### src/inc/ssport_defines.svh
// ssport_defines.svh: offsets-free constants for the sync serial port pins
// assumes inclusion by bare name from the design files
`ifndef SSPORT_DEFINES_SVH
`define SSPORT_DEFINES_SVH
`define SSP_WORD_BITS    24
`define SSP_PIN_COUNT    6
`define SSP_BIT_AUX0     0
`define SSP_BIT_AUX1     1
`define SSP_BIT_AUX2     2
`define SSP_BIT_SCK      3
`define SSP_BIT_RXD      4
`define SSP_BIT_TXD      5
`define SSP_RST_FUNC     6'h00
`define SSP_RST_DIR      6'h00
`endif

### src/inc/ssport_pkg.sv
// ssport_pkg.sv: types shared by the sync serial port pin logic
// assumes ssport_defines.svh sits on the include path
package ssport_pkg;
   typedef enum logic [1:0] {
      SSP_IDLE  = 2'b00,
      SSP_SHIFT = 2'b01,
      SSP_LOAD  = 2'b11
   } ssp_state_type;
endpackage : ssport_pkg

### src/hw/ssp_buf2.sv
// ssp_buf2.sv: two-entry valid/ready buffer
// assumes a single clock domain
`timescale 1ns/10ps
module ssp_buf2 #(
   parameter int WIDTH = 24
) (
   // clock and reset
   input  wire logic             core_clk,
   input  wire logic             arst_n,
   // filling side
   input  wire logic             inValid,
   output logic                  inReady,
   input  wire logic [WIDTH-1:0] inData,
   // draining side
   output logic                  outValid,
   input  wire logic             outReady,
   output logic [WIDTH-1:0]      outData
);
   initial begin
      if (WIDTH < 1) $error("ssp_buf2: WIDTH must be positive");
   end
   logic [WIDTH-1:0] mem_q [2];
   logic [WIDTH-1:0] mem_d [2];
   logic             wr_q, wr_d, rd_q, rd_d;
   logic [1:0]       cnt_q, cnt_d;
   logic             push, pop;
   always_comb begin
      push   = inValid && (cnt_q != 2'd2);
      pop    = outReady && (cnt_q != 2'd0);
      mem_d  = mem_q;
      wr_d   = wr_q;
      rd_d   = rd_q;
      cnt_d  = cnt_q;
      if (push) begin
         mem_d[wr_q] = inData;
         wr_d        = ~wr_q;
      end
      if (pop) begin
         rd_d = ~rd_q;
      end
      if (push && !pop) begin
         cnt_d = cnt_q + 2'd1;
      end else if (pop && !push) begin
         cnt_d = cnt_q - 2'd1;
      end
   end
   always_ff @(posedge core_clk or negedge arst_n) begin
      if (!arst_n) begin
         mem_q[0] <= '0;
         mem_q[1] <= '0;
         wr_q     <= 1'b0;
         rd_q     <= 1'b0;
         cnt_q    <= 2'd0;
      end else begin
         mem_q <= mem_d;
         wr_q  <= wr_d;
         rd_q  <= rd_d;
         cnt_q <= cnt_d;
      end
   end
   assign inReady  = (cnt_q != 2'd2);
   assign outValid = (cnt_q != 2'd0);
   assign outData  = mem_q[rd_q];
endmodule : ssp_buf2

### src/hw/ssp_port.sv
// ssp_port.sv: pin multiplexing and shifting of the sync serial port
// assumes pin inputs are asynchronous; the bit clock is sampled by core_clk
`timescale 1ns/10ps
`include "ssport_defines.svh"
module ssp_port
   import ssport_pkg::*;
#(
   parameter int WORD_BITS = `SSP_WORD_BITS,
   parameter int CLK_DIV   = 4
) (
   // clock and reset
   input  wire logic                 core_clk,
   input  wire logic                 arst_n,
   // configuration
   input  wire logic [5:0]           funcSel,
   input  wire logic [5:0]           gpioDir,
   input  wire logic [5:0]           gpioOut,
   input  wire logic                 asyncMode,
   input  wire logic                 clkOutMode,
   input  wire logic                 fsOutMode,
   input  wire logic [1:0]           flagOut,
   // transmit words in
   input  wire logic                 txValid,
   output logic                      txReady,
   input  wire logic [WORD_BITS-1:0] txWord,
   // receive words out
   output logic                      rxValid,
   input  wire logic                 rxReady,
   output logic [WORD_BITS-1:0]      rxWord,
   // status
   output logic [5:0]                gpioIn,
   output logic [1:0]                flagIn,
   // pins, output enable active low
   input  wire logic [5:0]           pinIn,
   output logic [5:0]                pinOut,
   output logic [5:0]                pinOen_n
);
   initial begin
      if (WORD_BITS < 2 || WORD_BITS > 32) $error("ssp_port: bad WORD_BITS");
      if (CLK_DIV < 2 || CLK_DIV > 255) $error("ssp_port: bad CLK_DIV");
   end
   localparam int CW = $clog2(WORD_BITS + 1);

   // ----------------------------------------------------------------
   // input synchronisers
   // ----------------------------------------------------------------
   logic [5:0] sync1_q, sync2_q, prev_q;
   always_ff @(posedge core_clk or negedge arst_n) begin
      if (!arst_n) begin
         sync1_q <= '0;
         sync2_q <= '0;
         prev_q  <= '0;
      end else begin
         sync1_q <= pinIn;
         sync2_q <= sync1_q;
         prev_q  <= sync2_q;
      end
   end

   // ----------------------------------------------------------------
   // bit clock source and edges
   // ----------------------------------------------------------------
   logic [7:0] div_q, div_d;
   logic       genClk_q, genClk_d;
   logic       clkIsOut, rise, fall, fsIsOut;
   always_comb begin
      div_d    = div_q;
      genClk_d = genClk_q;
      if (div_q == 8'(CLK_DIV / 2 - 1)) begin
         div_d    = 8'h00;
         genClk_d = ~genClk_q;
      end else begin
         div_d = div_q + 8'h01;
      end
   end
   always_ff @(posedge core_clk or negedge arst_n) begin
      if (!arst_n) begin
         div_q    <= 8'h00;
         genClk_q <= 1'b0;
      end else begin
         div_q    <= div_d;
         genClk_q <= genClk_d;
      end
   end
   // clock out mode uses the divider; otherwise async mode takes the clock on aux zero, else on the serial clock pin
   always_comb begin
      clkIsOut = clkOutMode;
      fsIsOut  = fsOutMode;
      if (clkIsOut) begin
         rise = (div_q == 8'(CLK_DIV / 2 - 1)) && !genClk_q;
         fall = (div_q == 8'(CLK_DIV / 2 - 1)) && genClk_q;
      end else if (asyncMode) begin
         rise = sync2_q[`SSP_BIT_AUX0] & ~prev_q[`SSP_BIT_AUX0];
         fall = ~sync2_q[`SSP_BIT_AUX0] & prev_q[`SSP_BIT_AUX0];
      end else begin
         rise = sync2_q[`SSP_BIT_SCK] & ~prev_q[`SSP_BIT_SCK];
         fall = ~sync2_q[`SSP_BIT_SCK] & prev_q[`SSP_BIT_SCK];
      end
   end

   // ----------------------------------------------------------------
   // shift engine
   // ----------------------------------------------------------------
   ssp_state_type         st_q, st_d;
   logic [WORD_BITS-1:0]  txSh_q, txSh_d, rxSh_q, rxSh_d;
   logic [CW-1:0]         cnt_q, cnt_d;
   logic                  bufValid, bufReady, pushV;
   logic [WORD_BITS-1:0]  pushW;
   logic                  fsPulse_q, fsPulse_d;
   always_comb begin
      st_d      = st_q;
      txSh_d    = txSh_q;
      rxSh_d    = rxSh_q;
      cnt_d     = cnt_q;
      pushV     = 1'b0;
      pushW     = rxSh_q;
      fsPulse_d = fsPulse_q;
      unique case (st_q)
         SSP_IDLE: begin
            if (txValid && funcSel[`SSP_BIT_TXD] && rise) begin
               txSh_d    = txWord;
               cnt_d     = CW'(WORD_BITS);
               fsPulse_d = 1'b1;
               st_d      = SSP_SHIFT;
            end
         end
         SSP_SHIFT: begin
            if (fall) begin
               rxSh_d = {rxSh_q[WORD_BITS-2:0], sync2_q[`SSP_BIT_RXD]};
               cnt_d  = cnt_q - CW'(1);
               fsPulse_d = 1'b0;
               if (cnt_q == CW'(1)) begin
                  st_d = SSP_LOAD;
               end
            end
            if (rise && cnt_q != CW'(WORD_BITS)) begin
               txSh_d = {txSh_q[WORD_BITS-2:0], 1'b0};
            end
         end
         SSP_LOAD: begin
            pushV = 1'b1;
            if (bufReady) begin
               st_d = SSP_IDLE;
            end
         end
      endcase
   end
   always_ff @(posedge core_clk or negedge arst_n) begin
      if (!arst_n) begin
         st_q      <= SSP_IDLE;
         txSh_q    <= '0;
         rxSh_q    <= '0;
         cnt_q     <= '0;
         fsPulse_q <= 1'b0;
      end else begin
         st_q      <= st_d;
         txSh_q    <= txSh_d;
         rxSh_q    <= rxSh_d;
         cnt_q     <= cnt_d;
         fsPulse_q <= fsPulse_d;
      end
   end

   ssp_buf2 #(.WIDTH(WORD_BITS)) u_rxbuf (
      .core_clk (core_clk),
      .arst_n   (arst_n),
      .inValid  (pushV),
      .inReady  (bufReady),
      .inData   (pushW),
      .outValid (bufValid),
      .outReady (rxReady),
      .outData  (rxWord)
   );
   assign rxValid = bufValid;

   // ----------------------------------------------------------------
   // pin multiplexing; disabled functions fall back to gpio
   // ----------------------------------------------------------------
   logic [5:0] out_d, oen_d, out_q, oen_q, gin_q;
   logic [1:0] flg_q;
   logic       txRdy_q;
   always_comb begin
      out_d = gpioOut;
      oen_d = ~gpioDir;
      if (funcSel[`SSP_BIT_AUX0]) begin
         if (asyncMode) begin
            out_d[`SSP_BIT_AUX0] = genClk_q;
            oen_d[`SSP_BIT_AUX0] = ~clkIsOut;
         end else begin
            out_d[`SSP_BIT_AUX0] = flagOut[0];
            oen_d[`SSP_BIT_AUX0] = ~gpioDir[`SSP_BIT_AUX0];
         end
      end
      if (funcSel[`SSP_BIT_AUX1]) begin
         if (asyncMode) begin
            out_d[`SSP_BIT_AUX1] = fsPulse_q;
            oen_d[`SSP_BIT_AUX1] = ~fsIsOut;
         end else begin
            out_d[`SSP_BIT_AUX1] = flagOut[1];
            oen_d[`SSP_BIT_AUX1] = ~gpioDir[`SSP_BIT_AUX1];
         end
      end
      if (funcSel[`SSP_BIT_AUX2]) begin
         out_d[`SSP_BIT_AUX2] = fsPulse_q;
         oen_d[`SSP_BIT_AUX2] = ~fsIsOut;
      end
      if (funcSel[`SSP_BIT_SCK]) begin
         out_d[`SSP_BIT_SCK] = genClk_q;
         oen_d[`SSP_BIT_SCK] = ~(clkIsOut && !asyncMode);
      end
      if (funcSel[`SSP_BIT_RXD]) begin
         out_d[`SSP_BIT_RXD] = 1'b0;
         oen_d[`SSP_BIT_RXD] = 1'b1;
      end
      if (funcSel[`SSP_BIT_TXD]) begin
         out_d[`SSP_BIT_TXD] = txSh_q[WORD_BITS-1];
         oen_d[`SSP_BIT_TXD] = 1'b0;
      end
   end
   always_ff @(posedge core_clk or negedge arst_n) begin
      if (!arst_n) begin
         out_q   <= `SSP_RST_FUNC;
         oen_q   <= 6'h3F;
         gin_q   <= '0;
         flg_q   <= '0;
         txRdy_q <= 1'b0;
      end else begin
         out_q   <= out_d;
         oen_q   <= oen_d;
         gin_q   <= sync2_q;
         flg_q   <= {sync2_q[`SSP_BIT_AUX1], sync2_q[`SSP_BIT_AUX0]};
         txRdy_q <= (st_d == SSP_IDLE) && funcSel[`SSP_BIT_TXD];
      end
   end
   assign pinOut   = out_q;
   assign pinOen_n = oen_q;
   assign gpioIn   = gin_q;
   assign flagIn   = flg_q;
   assign txReady  = txRdy_q & rise;

   // ----------------------------------------------------------------
   // checks
   // ----------------------------------------------------------------
   property p_rst_input;
      @(posedge core_clk) $rose(arst_n) |-> pinOen_n == 6'h3F;
   endproperty
   a_rst_input: assert property (p_rst_input)
      else $error("pins not inputs after reset");
   property p_txd_drive;
      @(posedge core_clk) disable iff (!arst_n)
      funcSel[`SSP_BIT_TXD] |=> !pinOen_n[`SSP_BIT_TXD]
         || !$past(funcSel[`SSP_BIT_TXD]);
   endproperty
   a_txd_drive: assert property (p_txd_drive)
      else $error("tx data pin not driven");
   property p_gpio_fallback;
      @(posedge core_clk) disable iff (!arst_n)
      funcSel == 6'h00 |=> pinOut == $past(gpioOut) || $changed(funcSel);
   endproperty
   a_gpio_fallback: assert property (p_gpio_fallback)
      else $error("gpio value not on pins");
   property p_flag0;
      @(posedge core_clk) disable iff (!arst_n)
      funcSel[0] && !asyncMode |=> pinOut[0] == $past(flagOut[0]);
   endproperty
   a_flag0: assert property (p_flag0)
      else $error("aux zero not flag in sync mode");
   property p_flag1;
      @(posedge core_clk) disable iff (!arst_n)
      funcSel[1] && !asyncMode |=> pinOut[1] == $past(flagOut[1]);
   endproperty
   a_flag1: assert property (p_flag1)
      else $error("aux one not flag in sync mode");
   property p_fs_two;
      @(posedge core_clk) disable iff (!arst_n)
      funcSel[2] |=> pinOut[2] == $past(fsPulse_q);
   endproperty
   a_fs_two: assert property (p_fs_two)
      else $error("aux two not frame sync");
   property p_one_bit;
      @(posedge core_clk) disable iff (!arst_n)
      st_q == SSP_SHIFT && fall |=> cnt_q == $past(cnt_q) - CW'(1);
   endproperty
   a_one_bit: assert property (p_one_bit)
      else $error("bit count not one per clock");
   property p_rx_shift;
      @(posedge core_clk) disable iff (!arst_n)
      st_q == SSP_SHIFT && fall |=> rxSh_q[0] == $past(sync2_q[4]);
   endproperty
   a_rx_shift: assert property (p_rx_shift)
      else $error("rx bit not captured");
endmodule : ssp_port

### config.mk
export PLATFORM = sky130hd
export DESIGN_NAME = ssp_port
export DESIGN_NICKNAME = d
export VERILOG_FILES = /design/src/inc/ssport_pkg.sv /design/src/hw/ssp_buf2.sv /design/src/hw/ssp_port.sv
export VERILOG_INCLUDE_DIRS = /design/src /design/src/inc
export SDC_FILE = /design/constraint.sdc
export NUM_CORES = 1
export LEC_CHECK = 0
export BUFFER_PORTS_ARGS = -buffer_cell sky130_fd_sc_hd__buf_4
export CORE_MARGIN = 10
export CORE_UTILIZATION = 34
export DETAILED_ROUTE_END_ITERATION = 10
export GPL_ROUTABILITY_DRIVEN = 0
export PLACE_DENSITY = 0.62
export SKIP_CTS_REPAIR_TIMING = 1
export SLEW_MARGIN = 20
export SYNTH_ARGS = -nofsm -noshare
export SYNTH_HDL_FRONTEND = slang
export SYNTH_HIERARCHICAL = 1
export SYNTH_SLANG_ARGS = --single-unit
### constraint.sdc
create_clock -name core_clk -period 3.07 [get_ports core_clk]
set_input_delay 0.4605 -clock core_clk [delete_from_list [all_inputs] [get_ports core_clk]]
set_output_delay 0.4605 -clock core_clk [all_outputs]
set_load 0.03 [all_outputs]
==> results of run 1 <==
==> stage by stage <==
stage	cell area, µm²	std cells
after floorplan	6440	487
after global placement	7400	806
after detailed placement	7400	806
after CTS	8030	838
after global routing	8030	838
final	8030	838
==> kinds of logic after synthesis <==
family                   count (synthesis)  synth area share
AO/OA/AOI/OAI                           40            0.0443
AND/OR/NAND/NOR                        135             0.101
adder cells (fa/ha/maj)                  6            0.0117
buffers and inverters                   38            0.0399
flip-flops                             148             0.577
XOR/XNOR                                14            0.0191
multiplexers                           106             0.208
==> worst max-delay path, cell delays in order (launching register included) <==
cell and delay, ns:
dfrtp_1 0.40, inv_1 0.06, ha_1 0.13, nor3b_1 0.35, nand4b_1 0.25, nand2_1 0.16
and2_1 0.17, buf_4 0.17
==> cells in the final DEF (no fill, tap or decap), drive strengths merged, types with 10 or more instances in the layout <==
master | synthesis | routed
mux2 | 100 | 100
xnor2 | 10 | 10
inv | 10 | 12
buf | 22 | 113
a31oi | 23 | 23
clkbuf | 6 | 20
dfrtp | 142 | 142
nand2 | 60 | 60
nor2 | 35 | 35
==> metal layers <==
metal,global-route usage,part of all wire
met4,0.0441,0.014
met3,0.0374,0.054
met5,0,0
met1,0.134,0.43
met2,0.189,0.50
==> state kept, by name, summed over array words and instances, names as in the netlist <==
register       count
cnt_q              5
div_q              8
flagIn             1
fsPulse_q          1
genClk_q           1
gpioIn             5
pinOen_n           6
pinOut             6
pushW             24
st_q               2
sync1_q            6
sync2_q            6
txRdy_q            1
txSh_q            24
u_rxbuf/cnt_q      2
u_rxbuf/mem_q     48
u_rxbuf/rd_q       1
u_rxbuf/wr_q       1
==> power groups by stage <==
stage / combinational [mW] / clock [mW] / sequential [mW]
after floorplan: 1.03 / 0 / 2.60
after global placement: 1.39 / 0 / 2.63
after detailed placement: 1.44 / 0 / 2.65
after CTS: 1.45 / 2.27 / 2.62
after global routing: 1.58 / 2.35 / 2.68
final: 1.42 / 2.20 / 2.62
==> area by class of cell <==
class / count / area, µm² / share of cell area
timing repair buffer: 113 / 865 / 0.108
tap: 234 / 293 / 0.0365
sequential: 148 / 3710 / 0.462
multi-input combinational: 301 / 2490 / 0.310
clock buffer: 20 / 457 / 0.0569
clock inverter: 12 / 175 / 0.0218
inverter: 10 / 37.5 / 0.00468
==> how the worst max path moves through the flow <==
| stage | from | end |
|---|---|---|
| 4_1_cts | div_q[1] | txReady |
| 2_1_floorplan | div_q[1] | txReady |
| 6_report | div_q[1] | txReady |
| 3_5_place_dp | div_q[1] | txSh_q[9] |
| 3_3_place_gp | div_q[1] | txSh_q[14] |
| 5_1_grt | div_q[1] | txReady |
==> impl_metrics.yaml, run 1 <==
synthesis:
  synthDistinctLibCells: 48
  post-synth-top-area-cell: "dfrtp_1"
  synthArstFlopShare: 1.00
  postSynthCellCount: 487
  synth_top_area_share: 0.552
  syn_avg_cell_area_um2: 13.2
  synth_edf_count: 0
  yosysSeqAreaShare: 0.577
  synthFlopType: "dfrtp_1"
  ys_ff_latch: 148
  synth_common_cells: "dfrtp_1, mux2_2, nand2_1, mux2_4, nor2_1"
  yosysMostFrequentCell: "dfrtp_1"
  syn_area_mm2: 0.00644
  synthTopCellsByArea: "dfrtp_1, mux2_2, mux2_4"
  yosysWarnings: 6
  synth_nets: 550
clock_tree:
  cts_sinks: 148
  numCtsBuffers: 17
  cts_tree: "built"
  clk_latency_ns: 0.41
  cts.clk_slew.worst_paths_ns: 0.06
  cts_max_level: 4
  clk_path_buf_depth: 2
  clockRootBuffer: "clkbuf_16"
status:
  status: "finished clean"
floorplanning:
  ioPinCount: 103
  start_util: 0.345
  die_h_um: 158
  core_mm2: 0.0186
  rows: 50
  die_area_mm2: 0.0248
  fp.dieW_um: 158
sta:
  rsz0062_at_grt: "no"
  worstMarginPinSlew_ns: 0.699
  finalSetupViolations: 0
  fin_hold_ws_ns: 0.0554
  layout_min_cycle_time_ns: 2.58
  drv_slew: 0
  max-slew-margin-rel: 0.534
  period_share: 0.841
  skew_ns: 0.00618
  finalHoldViolCount: 0
  fin_ws_ns: 0.488
  finalSetupTns_ns: 0
  clock.fmax_mhz: 387
detailed_routing:
  num_vias: 3955
  drtIter0Drc: 148
  drc: 0
  firstDrtPassIters: 4
  wl_per_cell_um: 16.2
  detail-route-antenna-nets: 0
  post_drt_via_cell_ratio: 4.72
  drt_wl_total_um: 13600
place:
  numPortBuffers: 102
  dp_hpwl_um: 9480
  pre_cts_ws_ns: 0.810
critical_path:
  worst_setup_path_start_kind: "register"
  timing.rr.end: "txSh_q[9]"
  worstReg2RegStart: "div_q[1]"
  end_kind: "primary output"
  crit_fanout: 4
  ff2ff_setup_slack_ns: 0.82
  worstSetupPathType: "reg2out"
  cp.required_ns: 2.61
  cp_data_arrival_time_ns: 2.12
  reg2reg_depth: 8
global_routing:
  grt_pass1_vias: 4339
  grt_pass1_wl_um: 22400
  antenna_found_initial: 0
  grt_usage: 0.114
  grt_max_degree: 79
  overflow: 0
finish:
  final_util: 0.431
  antenna_cells: 0
  fill_cells: 1756
  nNetsFinal: 654
  drive_above_1_share: 0.430
  syn2layout_area_growth_pct: 24.7
power_and_ir_drop:
  p_leak_nw: 3.88
  p_seq_frac: 0.420
  swShare: 0.295
  p_int_mw: 4.40
  p_switching_mw: 1.84
  ir_drop_mv: 0.418
  share_comb_of_total_power: 0.228
  p_clk_frac: 0.352
  powerDensity_mw_per_mm2: 777
  power_mw: 6.24
hold_path:
  hold_path_class: "in2async"
job:
  cap_violations: 0
Power figures use the tool's default switching activity.
==> run 2, diff against run 1 <==
--- a/config.mk
+++ b/config.mk
@@ -11,7 +11,7 @@
 export CORE_UTILIZATION = 34
 export DETAILED_ROUTE_END_ITERATION = 10
 export GPL_ROUTABILITY_DRIVEN = 0
-export PLACE_DENSITY = 0.62
+export PLACE_DENSITY = 0.63
 export SKIP_CTS_REPAIR_TIMING = 1
 export SLEW_MARGIN = 20
 export SYNTH_ARGS = -nofsm -noshare
==> constraint.sdc (replaced) <==
create_clock -name core_clk -period 2.1 [get_ports core_clk]
set_input_delay 0.315 -clock core_clk [delete_from_list [all_inputs] [get_ports core_clk]]
set_output_delay 0.315 -clock core_clk [all_outputs]
set_load 0.03 [all_outputs]
==> impl_metrics.yaml, run 2 (synthesized netlist as in run 1, its figures left out) <==
place:
  placed_cells: 809
  numPortBuffers: 102
  pre_cts_ws_ns: -0.0188
  dp_hpwl_um: 9650
power_and_ir_drop:
  power_mw: 9.64
  p_seq_frac: 0.405
  p_switching_mw: 2.97
  p_leak_nw: 4.05
  share_comb_of_total_power: 0.269
  ir_drop_mv: 0.583
  p_int_mw: 6.67
  swShare: 0.308
  powerDensity_mw_per_mm2: 1130
  p_clk_frac: 0.326
finish:
  drive_above_1_share: 0.484
  layout_commonest_cell: "dfrtp_1"
  nNetsFinal: 676
  fill_cells: 1676
  final_util: 0.457
  final_cell_mix: "dfrtp_1, buf_4, mux2_2"
  largest_register_ffs: 48
  syn2layout_area_growth_pct: 32.2
  antenna_cells: 0
  regMostFlops: "u_rxbuf/mem_q"
  fin_cells: 860
detailed_routing:
  firstDrtPassIters: 4
  num_vias: 4148
  detail-route-antenna-nets: 0
  wl_per_cell_um: 17.0
  drc: 0
  drt_wl_total_um: 14600
  drtIter0Drc: 171
  post_drt_via_cell_ratio: 4.82
critical_path:
  worstSetupPathType: "reg2reg"
  crit_fanout: 6
  worst_setup_path_start_kind: "register"
  end_kind: "register"
  reg2reg_depth: 10
  timing.rr.end: "txSh_q[21]"
  crit_end: "txSh_q[21]"
  cp_data_arrival_time_ns: 2.52
  ff2ff_setup_slack_ns: -0.08
  crit_start: "div_q[1]"
  worstReg2RegStart: "div_q[1]"
  cp.required_ns: 2.43
clock_tree:
  numCtsBuffers: 17
  cts_tree: "built"
  cts_max_level: 4
  clockRootBuffer: "clkbuf_16"
  cts_sinks: 148
  clk_path_buf_depth: 2
  cts.clk_slew.worst_paths_ns: 0.06
  clk_latency_ns: 0.42
global_routing:
  grt_pass1_vias: 4336
  grt_pass1_wl_um: 22400
  antenna_found_initial: 0
  grt_max_degree: 62
  overflow: 0
  grt_usage: 0.115
sta:
  rsz0062_at_grt: "yes"
  max-slew-margin-rel: 0.616
  fin_ws_ns: -0.0832
  skew_ns: 0.00917
  drv_slew: 0
  period_share: 1.04
  layout_min_cycle_time_ns: 2.18
  finalSetupViolations: 22
  finalHoldViolCount: 0
  clock.fmax_mhz: 458
  worstMarginPinSlew_ns: 0.575
  finalSetupTns_ns: -0.952
floorplanning:
  fp.dieW_um: 158
  start_util: 0.345
  die_h_um: 158
  core_mm2: 0.0186
  ioPinCount: 103
  die_area_mm2: 0.0248
  rows: 50
status:
  status: "finished with violations"
  violations: "negative setup slack"
hold_path:
  hold_path_class: "in2reg"
job:
  cap_violations: 0
run 2: cell type report:
cell class / instances / area [µm²] / area share
multi-input cells: 301 / 2650 / 0.311
clock inverters: 11 / 148 / 0.0173
inverters: 10 / 37.5 / 0.00441
well taps: 234 / 293 / 0.0344
repair buffers: 135 / 1200 / 0.141
clock buffers: 21 / 470 / 0.0553
flip-flops and latches: 148 / 3710 / 0.436
run 2: layer usage:
metal | GRT usage | vias up | wire (µm)
met5 | 0 | - | 0
met4 | 0.0539 | 0 | 272
met3 | 0.0388 | 20 | 701
met2 | 0.183 | 87 | 7170
met1 | 0.138 | 2107 | 6490
li1 | - | 1934 | -
run 2: per-stage QoR:
stage | hold WS [ns] | instance area (µm²)
2_1_floorplan | 0.0194 | 6440
3_3_place_gp | 0.321 | 7490
3_5_place_dp | 0.335 | 7490
4_1_cts | -0.117 | 8110
5_1_grt | 0.00238 | 8510
6_report | 0.0276 | 8510
run 2: how the worst min path moves through the flow:
stage	slack, ns	depth (start not counted)	from	to
final	0.03	2	gpioDir[4]	pinOen_n[4]
after global routing	0.002	2	gpioDir[4]	pinOen_n[4]
after CTS	-0.12	1	arst_n	gpioIn[1]
after detailed placement	0.33	0	sync1_q[5]	sync2_q[5]
after global placement	0.32	1	arst_n	u_rxbuf/mem_q[6]
after floorplan	0.02	0	arst_n	cnt_q[0]
run 2: worst max-delay path, cell delays in order, from the launching register on:
cell and delay, ns:
dfrtp_1 0.41, inv_1 0.07, ha_2 0.17, nor3b_4 0.22, nand4b_1 0.18, buf_4 0.19
a211oi_4 0.30, buf_6 0.20, clkbuf_16 0.18, nor2_4 0.03, a31oi_1 0.15
run 2: power groups by stage:
| stage | combinational, mW | sequential [mW] | clock [mW] |
|---|---|---|---|
| final | 2.60 | 3.90 | 3.14 |
| after global placement | 2.08 | 3.87 | 0 |
| after detailed placement | 2.16 | 3.91 | 0 |
| after global routing | 2.81 | 3.98 | 3.37 |
| after floorplan | 1.50 | 3.80 | 0 |
| after CTS | 2.16 | 3.87 | 3.23 |
